**src/hw/rxp_pkg.sv**
```systemverilog
// Package with constants and types of the receiver polling controller.
package rxp_pkg;

    // Register byte offsets.
    localparam logic [7:0] ADDR_OPERATION_CONFIG_REG = 8'h00;
    localparam logic [7:0] ADDR_LIMIT  = 8'h04;
    localparam logic [7:0] ADDR_STATUS = 8'h08;

    // Field positions in the operation configuration register.
    localparam int OP_SLEEP_LSB  = 0;
    localparam int OP_STRETCH    = 5;
    localparam int OP_BAND_LSB   = 6;
    localparam int OP_NBIT_LSB   = 8;
    localparam int OP_POLL_CMD   = 10;

    // Field positions in the limit register.
    localparam int LIM_MIN_LSB = 0;
    localparam int LIM_MAX_LSB = 8;

    // Reset values.
    localparam logic [4:0] SLEEP_RST   = 5'h1f;
    localparam logic [4:0] LIM_MIN_RST = 5'h0e;
    localparam logic [4:0] LIM_MAX_RST = 5'h18;
    localparam logic [1:0] NBIT_RST    = 2'h1;

    // Timing constants.
    localparam int          DIV_A       = 28;
    localparam int          DIV_B       = 30;
    localparam logic [10:0] SLEEP_UNIT  = 11'h400;
    localparam logic [3:0]  STRETCH_ON  = 4'h8;
    localparam logic [3:0]  STRETCH_OFF = 4'h1;
    localparam logic [4:0]  SLEEP_MAX   = 5'h1f;
    localparam logic [5:0]  WARM_TICKS  = 6'h20;
    localparam logic [2:0]  BAND_DIV0   = 3'h7;
    localparam logic [2:0]  BAND_DIV1   = 3'h3;
    localparam logic [2:0]  BAND_DIV2   = 3'h1;
    localparam logic [2:0]  BAND_DIV3   = 3'h0;
    localparam logic [4:0]  CHECKS_NONE = 5'h00;
    localparam logic [4:0]  CHECKS_3BIT = 5'h06;
    localparam logic [4:0]  CHECKS_6BIT = 5'h0c;
    localparam logic [4:0]  CHECKS_9BIT = 5'h12;

    typedef enum logic [3:0] {
        RXP_SLEEP   = 4'b0001,
        RXP_STARTUP = 4'b0010,
        RXP_CHECK   = 4'b0100,
        RXP_RECEIVE = 4'b1000
    } rxp_state_t;

    typedef struct packed {
        logic [4:0] sleep_count;
        logic       sleep_stretch_select;
        logic [1:0] rate_band;
        logic [1:0] check_bits;
    } rxp_operation_config_reg_t;

    typedef struct packed {
        logic [4:0] lim_max;
        logic [4:0] lim_min;
    } rxp_limit_t;

endpackage

```
**src/hw/rxp_ctrl.sv**
```systemverilog
// Self-polling sleep, start-up and bit-check controller with APB registers.
// What this block does
// - Base tick comes from dividing the crystal clock by 28 or 30.
// - Extended tick is 8, 4, 2 or 1 base ticks per rate band.
// - Polling cycles sleep, start-up, bit check; a failed check returns to sleep.
// - Sleep keeps processing off for the programmed sleep span unless force-on goes low, which ends it early and leaves the sleep count uncleared.
// - Start-up enables processing; its length depends on rate band and base tick.
// - Demodulator edges are ignored until start-up has finished.
// - Active indicator is low in sleep and high in start-up, bit check and receiving mode.
// - Sleep span equals sleep count times stretch times 1024 base ticks.
// - Stretch factor is 8 when stretch select is one, else 1.
// - Maximum sleep count means permanent sleep until another count is written.
// - In permanent sleep the force-on pin switches the receiver on; releasing it returns to sleep only from start-up or bit check.
// - Check bit field selects 0, 3, 6 or 9 bits, meaning 0, 6, 12, 18 checks.
// - After all configured intervals pass, the block enters receiving mode.
// - Interval counter advances per extended tick and restarts at each edge.
// - Edge while counter is below the low limit fails the check.
// - Counter reaching the high limit before an edge fails the check.
// - Low window is low limit ticks; high window is high limit minus one ticks.
// - Low and high limits are 5-bit fields of the limit register.
// - Receiving mode holds until software commands a return to polling.
// - Force-on low goes to start-up regardless of settings, which stay stored.
`timescale 1ns/1ns
`default_nettype none
module rxp_ctrl #(
    parameter int DIVIDER = rxp_pkg::DIV_A
) (
    // Clock and reset.
    input  wire logic        I_CLK,
    input  wire logic        I_RSTN,
    // APB slave.
    input  wire logic        I_PSEL,
    input  wire logic        I_PENABLE,
    input  wire logic        I_PWRITE,
    input  wire logic [7:0]  I_PADDR,
    input  wire logic [31:0] I_PWDATA,
    output logic [31:0]      O_PRDATA,
    output logic             O_PREADY,
    output logic             O_PSLVERR,
    // Receiver side.
    input  wire logic        I_DEM_OUT,
    input  wire logic        I_FORCE_ON_N,
    output logic             O_ACTIVE_INDICATOR,
    output logic             O_RECEIVING,
    output logic             O_DATA
);
    import rxp_pkg::*;

    rxp_operation_config_reg_t op;
    rxp_limit_t  lim;
    rxp_state_t  state;
    logic [4:0]  base_cnt;
    logic        base_tick;
    logic [2:0]  xdiv;
    logic        extended_tick;
    logic [17:0] sleep_cnt;
    logic [17:0] sleep_span;
    logic [5:0]  warm_cnt;
    logic [5:0]  interval_counter;
    logic [4:0]  checks_done;
    logic [4:0]  checks_need;
    logic        dem_sync;
    logic        edge_seen;
    logic        wr;
    logic        poll_cmd;
    logic        perm_sleep;
    logic        force_on;

    function automatic logic [2:0] band_div(input logic [1:0] band);
        unique case (band)
            2'h0:    band_div = BAND_DIV0;
            2'h1:    band_div = BAND_DIV1;
            2'h2:    band_div = BAND_DIV2;
            default: band_div = BAND_DIV3;
        endcase
    endfunction

    assign wr         = I_PSEL && I_PENABLE && I_PWRITE;
    assign poll_cmd   = wr && I_PADDR == ADDR_OPERATION_CONFIG_REG && I_PWDATA[OP_POLL_CMD];
    assign force_on   = !I_FORCE_ON_N;
    assign perm_sleep = op.sleep_count == SLEEP_MAX;
    assign O_PREADY   = 1'b1;
    assign O_PSLVERR  = I_PSEL && I_PENABLE && I_PADDR != ADDR_OPERATION_CONFIG_REG && I_PADDR != ADDR_LIMIT
                        && I_PADDR != ADDR_STATUS;

    always_ff @(posedge I_CLK or negedge I_RSTN) begin
        if (!I_RSTN) begin
            op  <= '{SLEEP_RST, 1'b0, 2'h0, NBIT_RST};
            lim <= '{LIM_MAX_RST, LIM_MIN_RST};
        end else if (wr && I_PADDR == ADDR_OPERATION_CONFIG_REG) begin
            op.sleep_count          <= I_PWDATA[OP_SLEEP_LSB +: 5];
            op.sleep_stretch_select <= I_PWDATA[OP_STRETCH];
            op.rate_band            <= I_PWDATA[OP_BAND_LSB +: 2];
            op.check_bits           <= I_PWDATA[OP_NBIT_LSB +: 2];
        end else if (wr && I_PADDR == ADDR_LIMIT) begin
            lim.lim_min <= I_PWDATA[LIM_MIN_LSB +: 5];
            lim.lim_max <= I_PWDATA[LIM_MAX_LSB +: 5];
        end
    end

    always_comb begin
        O_PRDATA = 32'h0;
        unique case (I_PADDR)
            ADDR_OPERATION_CONFIG_REG: O_PRDATA[9:0] = {op.check_bits, op.rate_band, op.sleep_stretch_select, op.sleep_count};
            ADDR_LIMIT:  O_PRDATA[12:0] = {lim.lim_max, 3'h0, lim.lim_min};
            ADDR_STATUS: O_PRDATA[9:0] = {checks_done, 1'b0, state};
            default:     O_PRDATA = 32'h0;
        endcase
    end

    // Base tick divider.
    always_ff @(posedge I_CLK or negedge I_RSTN) begin
        if (!I_RSTN) begin
            base_cnt <= 5'h0;
        end else if (base_tick) begin
            base_cnt <= 5'h0;
        end else begin
            base_cnt <= base_cnt + 5'h1;
        end
    end
    assign base_tick = base_cnt == 5'(DIVIDER - 1);

    // Extended tick prescaler.
    always_ff @(posedge I_CLK or negedge I_RSTN) begin
        if (!I_RSTN) begin
            xdiv <= 3'h0;
        end else if (extended_tick) begin
            xdiv <= 3'h0;
        end else if (base_tick) begin
            xdiv <= xdiv + 3'h1;
        end
    end
    assign extended_tick = base_tick && xdiv >= band_div(op.rate_band);

    // Sleep span in base ticks.
    assign sleep_span = 18'(op.sleep_count * (op.sleep_stretch_select ? STRETCH_ON : STRETCH_OFF) * SLEEP_UNIT);

    always_comb begin
        unique case (op.check_bits)
            2'h0:    checks_need = CHECKS_NONE;
            2'h1:    checks_need = CHECKS_3BIT;
            2'h2:    checks_need = CHECKS_6BIT;
            default: checks_need = CHECKS_9BIT;
        endcase
    end

    // Demodulator sampled on the extended tick.
    always_ff @(posedge I_CLK or negedge I_RSTN) begin
        if (!I_RSTN) begin
            dem_sync <= 1'b0;
        end else if (extended_tick) begin
            dem_sync <= I_DEM_OUT;
        end
    end
    assign edge_seen = extended_tick && (I_DEM_OUT != dem_sync);
    assign O_DATA    = state == RXP_RECEIVE ? dem_sync : 1'b1;

    // Polling state machine.
    always_ff @(posedge I_CLK or negedge I_RSTN) begin
        if (!I_RSTN) begin
            state            <= RXP_SLEEP;
            sleep_cnt        <= 18'h0;
            warm_cnt         <= 6'h0;
            interval_counter <= 6'h0;
            checks_done      <= 5'h0;
        end else begin
            unique case (state)
                RXP_SLEEP: begin
                    if (force_on) begin
                        state    <= RXP_STARTUP;
                        warm_cnt <= 6'h0;
                    end else if (!perm_sleep && base_tick) begin
                        if (sleep_cnt + 18'h1 >= sleep_span) begin
                            state     <= RXP_STARTUP;
                            sleep_cnt <= 18'h0;
                            warm_cnt  <= 6'h0;
                        end else begin
                            sleep_cnt <= sleep_cnt + 18'h1;
                        end
                    end
                end
                RXP_STARTUP: begin
                    if (perm_sleep && !force_on) begin
                        state <= RXP_SLEEP;
                    end else if (extended_tick) begin
                        if (warm_cnt == WARM_TICKS - 6'h1) begin
                            interval_counter <= 6'h1;
                            checks_done      <= 5'h0;
                            state <= (force_on || checks_need == 5'h0) ? RXP_RECEIVE : RXP_CHECK;
                        end else begin
                            warm_cnt <= warm_cnt + 6'h1;
                        end
                    end
                end
                RXP_CHECK: begin
                    if (perm_sleep && !force_on) begin
                        state <= RXP_SLEEP;
                    end else if (edge_seen) begin
                        interval_counter <= 6'h1;
                        if (interval_counter < 6'(lim.lim_min)) begin
                            state <= RXP_SLEEP;
                        end else if (checks_done + 5'h1 >= checks_need) begin
                            state <= RXP_RECEIVE;
                        end else begin
                            checks_done <= checks_done + 5'h1;
                        end
                    end else if (extended_tick) begin
                        if (interval_counter + 6'h1 >= 6'(lim.lim_max)) begin
                            state <= RXP_SLEEP;
                        end else begin
                            interval_counter <= interval_counter + 6'h1;
                        end
                    end
                end
                RXP_RECEIVE: begin
                    if (poll_cmd) begin
                        state     <= RXP_SLEEP;
                        sleep_cnt <= 18'h0;
                    end
                end
                default: state <= RXP_SLEEP;
            endcase
        end
    end

    assign O_ACTIVE_INDICATOR = state != RXP_SLEEP;
    assign O_RECEIVING        = state == RXP_RECEIVE;

    a_sleep_quiet: assert property (@(posedge I_CLK) disable iff (!I_RSTN)
        !O_ACTIVE_INDICATOR
        |-> !O_RECEIVING && O_DATA) else $error("active outputs in sleep");

    a_perm_sleep: assert property (@(posedge I_CLK) disable iff (!I_RSTN)
        state == RXP_SLEEP && perm_sleep && !force_on
        |=> state == RXP_SLEEP) else $error("left permanent sleep");

    a_force_wake: assert property (@(posedge I_CLK) disable iff (!I_RSTN)
        state == RXP_SLEEP && force_on
        |=> state == RXP_STARTUP) else $error("force-on ignored");

    a_short_fail: assert property (@(posedge I_CLK) disable iff (!I_RSTN)
        state == RXP_CHECK && !(perm_sleep && !force_on) && edge_seen && interval_counter < 6'(lim.lim_min)
        |=> state == RXP_SLEEP) else $error("short interval passed");

    a_long_fail: assert property (@(posedge I_CLK) disable iff (!I_RSTN)
        state == RXP_CHECK
        |-> interval_counter < 6'(lim.lim_max)) else $error("counter beyond high limit");

    a_edge_restart: assert property (@(posedge I_CLK) disable iff (!I_RSTN)
        state == RXP_CHECK && !(perm_sleep && !force_on) && edge_seen
        |=> interval_counter == 6'h1) else $error("counter not restarted");

    a_receive_hold: assert property (@(posedge I_CLK) disable iff (!I_RSTN)
        state == RXP_RECEIVE && !poll_cmd
        |=> state == RXP_RECEIVE) else $error("left receive mode");

    a_tick_spacing: assert property (@(posedge I_CLK) disable iff (!I_RSTN)
        base_tick
        |=> !base_tick [*8]) else $error("base tick too often");

    a_startup_gate: assert property (@(posedge I_CLK) disable iff (!I_RSTN)
        state == RXP_SLEEP ##1 state == RXP_STARTUP
        |-> warm_cnt == 6'h0) else $error("warm-up not restarted");

    a_base_wrap: assert property (@(posedge I_CLK) disable iff (!I_RSTN)
        base_tick
        |=> base_cnt == 5'h0) else $error("base divider not restarted");

    a_ext_on_base: assert property (@(posedge I_CLK) disable iff (!I_RSTN)
        extended_tick
        |-> base_tick) else $error("extended tick off the base tick");

    a_ext_band3: assert property (@(posedge I_CLK) disable iff (!I_RSTN)
        op.rate_band == 2'h3 && base_tick
        |-> extended_tick) else $error("fastest band skipped a tick");

    a_ext_band0: assert property (@(posedge I_CLK) disable iff (!I_RSTN)
        op.rate_band == 2'h0 && extended_tick
        |-> xdiv == 3'h7) else $error("slowest band tick too early");

    a_sleep_hold: assert property (@(posedge I_CLK) disable iff (!I_RSTN)
        state == RXP_SLEEP && !force_on && !base_tick
        |=> state == RXP_SLEEP) else $error("left sleep between ticks");

    a_sleep_step: assert property (@(posedge I_CLK) disable iff (!I_RSTN)
        state == RXP_SLEEP && !force_on && !perm_sleep && base_tick && sleep_cnt + 18'h1 < sleep_span
        |=> state == RXP_SLEEP && sleep_cnt == $past(sleep_cnt) + 18'h1) else $error("sleep count not advanced");

    a_sleep_end: assert property (@(posedge I_CLK) disable iff (!I_RSTN)
        state == RXP_SLEEP && !force_on && !perm_sleep && base_tick && sleep_cnt + 18'h1 >= sleep_span
        |=> state == RXP_STARTUP) else $error("sleep span overrun");

    a_warm_count: assert property (@(posedge I_CLK) disable iff (!I_RSTN)
        state == RXP_STARTUP && !(perm_sleep && !force_on) && extended_tick && warm_cnt != WARM_TICKS - 6'h1
        |=> state == RXP_STARTUP) else $error("start-up cut short");

    a_warm_end: assert property (@(posedge I_CLK) disable iff (!I_RSTN)
        state == RXP_STARTUP && !(perm_sleep && !force_on) && extended_tick && warm_cnt == WARM_TICKS - 6'h1
        |=> state == RXP_CHECK || state == RXP_RECEIVE) else $error("start-up did not end");

    a_no_early_fail: assert property (@(posedge I_CLK) disable iff (!I_RSTN)
        state == RXP_STARTUP && !(perm_sleep && !force_on)
        |=> state != RXP_SLEEP) else $error("edge judged during start-up");

    a_zero_checks: assert property (@(posedge I_CLK) disable iff (!I_RSTN)
        state == RXP_STARTUP && !(perm_sleep && !force_on) && extended_tick && warm_cnt == WARM_TICKS - 6'h1
        && checks_need == CHECKS_NONE
        |=> state == RXP_RECEIVE) else $error("zero checks not direct");

    a_check_pass: assert property (@(posedge I_CLK) disable iff (!I_RSTN)
        state == RXP_CHECK && !(perm_sleep && !force_on) && edge_seen && interval_counter >= 6'(lim.lim_min)
        && checks_done + 5'h1 >= checks_need
        |=> state == RXP_RECEIVE) else $error("receive not entered");

    a_check_count: assert property (@(posedge I_CLK) disable iff (!I_RSTN)
        state == RXP_CHECK && !(perm_sleep && !force_on) && edge_seen && interval_counter >= 6'(lim.lim_min)
        && checks_done + 5'h1 < checks_need
        |=> state == RXP_CHECK && checks_done == $past(checks_done) + 5'h1) else $error("check not counted");

    a_tick_advance: assert property (@(posedge I_CLK) disable iff (!I_RSTN)
        state == RXP_CHECK && !(perm_sleep && !force_on) && !edge_seen && extended_tick && interval_counter + 6'h1 < 6'(lim.lim_max)
        |=> interval_counter == $past(interval_counter) + 6'h1) else $error("interval not advanced");

    a_count_still: assert property (@(posedge I_CLK) disable iff (!I_RSTN)
        state == RXP_CHECK && !extended_tick
        |=> $stable(interval_counter)) else $error("interval moved between ticks");

    a_long_end: assert property (@(posedge I_CLK) disable iff (!I_RSTN)
        state == RXP_CHECK && !(perm_sleep && !force_on) && !edge_seen && extended_tick && interval_counter + 6'h1 >= 6'(lim.lim_max)
        |=> state == RXP_SLEEP) else $error("long interval passed");

    a_force_follow: assert property (@(posedge I_CLK) disable iff (!I_RSTN)
        (state == RXP_STARTUP || state == RXP_CHECK) && perm_sleep && !force_on
        |=> state == RXP_SLEEP) else $error("force-on release ignored");

    a_poll_return: assert property (@(posedge I_CLK) disable iff (!I_RSTN)
        state == RXP_RECEIVE && poll_cmd
        |=> state == RXP_SLEEP) else $error("poll command ignored");

    a_data_idle: assert property (@(posedge I_CLK) disable iff (!I_RSTN)
        state != RXP_RECEIVE
        |-> O_DATA) else $error("data driven outside receive");

    a_check_bound: assert property (@(posedge I_CLK) disable iff (!I_RSTN)
        state == RXP_CHECK
        |-> checks_done < checks_need) else $error("too many checks");

    a_lim_write: assert property (@(posedge I_CLK) disable iff (!I_RSTN)
        wr && I_PADDR == ADDR_LIMIT
        |=> lim.lim_min == $past(I_PWDATA[LIM_MIN_LSB +: 5])) else $error("low limit not stored");
endmodule
`default_nettype wire

```
**config.mk**
```make
export PLATFORM = sky130hd
export DESIGN_NAME = rxp_ctrl
export DESIGN_NICKNAME = d
export VERILOG_FILES = /design/src/hw/rxp_pkg.sv /design/src/hw/rxp_ctrl.sv
export SDC_FILE = /design/constraint.sdc
export NUM_CORES = 1
export LEC_CHECK = 0
export BUFFER_PORTS_ARGS = -buffer_cell sky130_fd_sc_hd__buf_4
export CAP_MARGIN = 40
export CORE_MARGIN = 2
export CORE_UTILIZATION = 57
export DETAILED_ROUTE_END_ITERATION = 10
export GPL_TIMING_DRIVEN = 0
export PLACE_DENSITY = 0.78
export SYNTH_ARGS = -nofsm -noshare
export SYNTH_HDL_FRONTEND = slang
export SYNTH_SLANG_ARGS = --single-unit
```
**constraint.sdc**
```tcl
create_clock -name I_CLK -period 3.6 [get_ports I_CLK]
set_input_delay 0.36 -clock I_CLK [delete_from_list [all_inputs] [get_ports I_CLK]]
set_output_delay 0.36 -clock I_CLK [all_outputs]
set_load 0.02 [all_outputs]
```
==> results by group <==
CTS
  – Htree depth: 3
  – CTS tree: done
  – Num CTS Buffers: 9
  – Worst-Skew Late Latency: 360 ps
  – Clk sinks: 68
  – Root Buffer: clkbuf_8
  – CTS Buffer Depth: 2
  – Clock-pin slew on the worst setup and hold paths: 80 ps

Synth
  – Post-synthesis async set-or-reset flop share: 100.0%
  – Area leader, netlist: dfrtp_1
  – Avg Inst Size Synth: 8.892 um^2
  – Sequential area share after synthesis: 34.97%
  – Synth warn: 0
  – Number of synthesized flops with an enable pin: 0
  – Synth area leaders: dfrtp_1 (29%), ha_1 (9.4%), dfstp_2 (6.4%)
  – Post-synth top area share: between 20 and 30%
  – Ys flop type: dfrtp_1
  – Syn Std Cell Area: 4908 um^2
  – Most frequent cell after synthesis: nand2_1
  – Post-synth top cells: nand2_1 (60), dfrtp_1 (56), o21ai_0 (49)
  – Synth cell types: 66
  – Cells after Synth: 552
  – Yosys reg bits: ~70

Drt
  – Antenna viol nets, final: 0
  – Wire length per cell: around 16 um
  – Remaining routing DRC violations: 0
  – DRT Pass-1 Iters: 5
  – Via density: slightly below 6
  – Final wirelength: ~12 mm
  – Initial DRC Count: between 200 and 300
  – Via Count: about 4300

Hold path
  – HP Class: in -> reg
  – Hold path endpoint: lim[6]$_DFFE_PN0P_
  – Worst hold stages: 3
  – Hold path startpoint: I_PWDATA[9]

Finish
  – Post-synthesis to final-layout area growth: 19.53%
  – Nets: a little over 700
  – Filler cell count: 632
  – Layout cells sized above 1: 23.63%
  – Final Core Density: between 70% and 80%
  – ANT cells: 0

STA
  – Rel. slew slack: between 50% and 60%
  – Fin Setup TNS: 0 ps
  – Fmax: around 290 MHz
  – Clk_skew: about 14 ps
  – Final worst slack: between 100 and 150 ps
  – Fin crit share: a little over nine tenths
  – Fin. max-slew vios: 0
  – Final Hold Vio Count: 0
  – Min Tclk post-route: about 3500 ps
  – # setup viols final: 0
  – Fin Hold WS: 210.2 ps
  – Slew @ Worst Pin: about 740 ps
  – RSZ-0062 raised after global routing: no

Floorplanning
  – Starting Density: 59.14%
  – DIE HEIGHT: about 97 um
  – Core area: 8299 um^2
  – Die ar.: approximately 9400 um^2
  – Ports: 84
  – Die Wd: 96.80 um
  – Row Count: 33

Critical path
  – CP required: 3840 ps
  – CP Class: reg -> reg
  – CP endpoint kind: flip-flop
  – Critical Path AT: about 3700 ps
  – Cells on worst reg2reg path: 15
  – Max FO, Critical Path: 8
  – Reg-to-reg critical path startpoint: sleep_cnt[2]$_DFFE_PN0P_
  – Worst setup SP type: flip-flop
  – Flop-to-flop setup slack: ~110 ps
  – Worst r2r dst: state[2]$_DFFE_PN0P_

Placement
  – Place WS: -238.2 ps
  – Final GP Congestion: ~0.87
  – Post-DP HPWL: roughly 8.8 mm
  – Port bufs: 42

Global routing
  – Initial antenna violation count: 0
  – Gr ovfl total: 0
  – Vias in the first global route: slightly above 4000
  – Total track usage: between 20% and 30%
  – First-pass GRT wire length: between 15 and 20 mm
  – Largest net degree at the start of global routing: 55

Job
  – Max-Cap Viols: 0

Pwr
  – Leak Pwr: 2.810 nW
  – Maximum vdd drop: around 0.00027 V
  – Pwr Density: 383.9 nW/um^2

Outcome
  – Status: complete, no violations
## metal layers
| metal | up-vias | routed length [um] | track usage (%) |
|---|---|---|---|
| met3 | 22 | 623 | 4.552 |
| met1 | 2109 | 5509 | 36.05 |
| met4 | 0 | 197 | 8.234 |
| met2 | 128 | 5735 | 41.03 |
| met5 | - | 0 | 0 |
| li1 | 2084 | - | - |
## stage by stage
stage,std cells,instance area (um^2),total power [mW]
floorplan,573,4987,1.284
global placement,720,5434,1.427
CTS,741,5763,2.238
finish,744,5867,2.252
detailed placement,723,5478,1.457
global route,744,5867,2.363
## power by group
group          internal, mW  switching, mW
Combinational         0.236          0.320
Sequential            0.830         0.0893
Clock                 0.462          0.316
## flip-flops by register name, summed over array words and instances (netlist names)
register          cells
lim                  10
state                 4
dem_sync              1
sleep_cnt            18
op                   10
checks_done           5
interval_counter      6
base_cnt              5
warm_cnt              6
xdiv                  3
## cell usage in the layout (no fill, tap or decap), drive strengths merged, types with 11 or more instances in the layout
cell,Yosys,routed
inv,29,29
o21ai,54,54
nand3,27,27
a21oi,24,24
ha,37,37
dfrtp,56,56
dfstp,12,12
mux2i,12,12
conb,2,23
nor2,41,41
mux2,12,12
clkbuf,10,19
buf,25,74
xnor2,12,12
nand2,60,60
nor4,11,11
xor2,12,12
## cell families (layout without fill, tap and decap cells)
group,count (synthesis),after routing,share of synthesized area [%]
xor+xnor,24,24,4.282
simple gates,205,205,21.59
buf+inv,64,130,6.959
mux,24,24,5.277
other cells,2,23,0.1530
flops,68,68,34.97
fa+ha+maj,38,38,9.839
compound gates,127,127,16.93
## layout make-up
class	count	area, um^2	share of cell area [%]
repair buffers	51	406.6	6.931
plain buffers	34	229.0	3.903
flip-flops and latches	68	1727	29.43
inverters	29	108.9	1.855
clock buffers	10	127.6	2.175
well taps	105	131.4	2.239
clock inverters	6	112.6	1.919
multi-input cells	441	3024	51.55
## worst max-delay path by stage
| stage | from | end | slack (ps) | cells past startpoint |
|---|---|---|---|---|
| finish | sleep_cnt[2]$_DFFE_PN0P_ | state[2]$_DFFE_PN0P_ | 110 | 15 |
| global route | sleep_cnt[2]$_DFFE_PN0P_ | state[2]$_DFFE_PN0P_ | 10 | 15 |
| CTS | sleep_cnt[0]$_DFFE_PN0P_ | state[2]$_DFFE_PN0P_ | 10 | 14 |
| global placement | sleep_cnt[0]$_DFFE_PN0P_ | state[2]$_DFFE_PN0P_ | -180 | 13 |
| detailed placement | sleep_cnt[0]$_DFFE_PN0P_ | state[2]$_DFFE_PN0P_ | -240 | 13 |
| floorplan | sleep_cnt[0]$_DFFE_PN0P_ | state[2]$_DFFE_PN0P_ | 300 | 14 |
## critical path, stage by stage, from the launching register on
cell and delay [ps]:
dfrtp_1 350, buf_6 130, and3_4 190, and3_2 230, nand3_4 120, nor2_4 170, and3_1 270, xor2_2 110
ha_1 310, nand3_1 130, nor4_2 260, nand3_2 150, a211oi_4 340, o21a_2 200, o21ai_2 80, mux2_4 310
## timing repair
item	in CTS	in global routing
gates resized for setup	8	17
setup buffers	1	4
hold endpoints to repair	14	0
hold buffers	1	0
setup endpoints to repair	27	26
pin swaps	1	6
No activity file was read; power rests on OpenSTA's default activity.
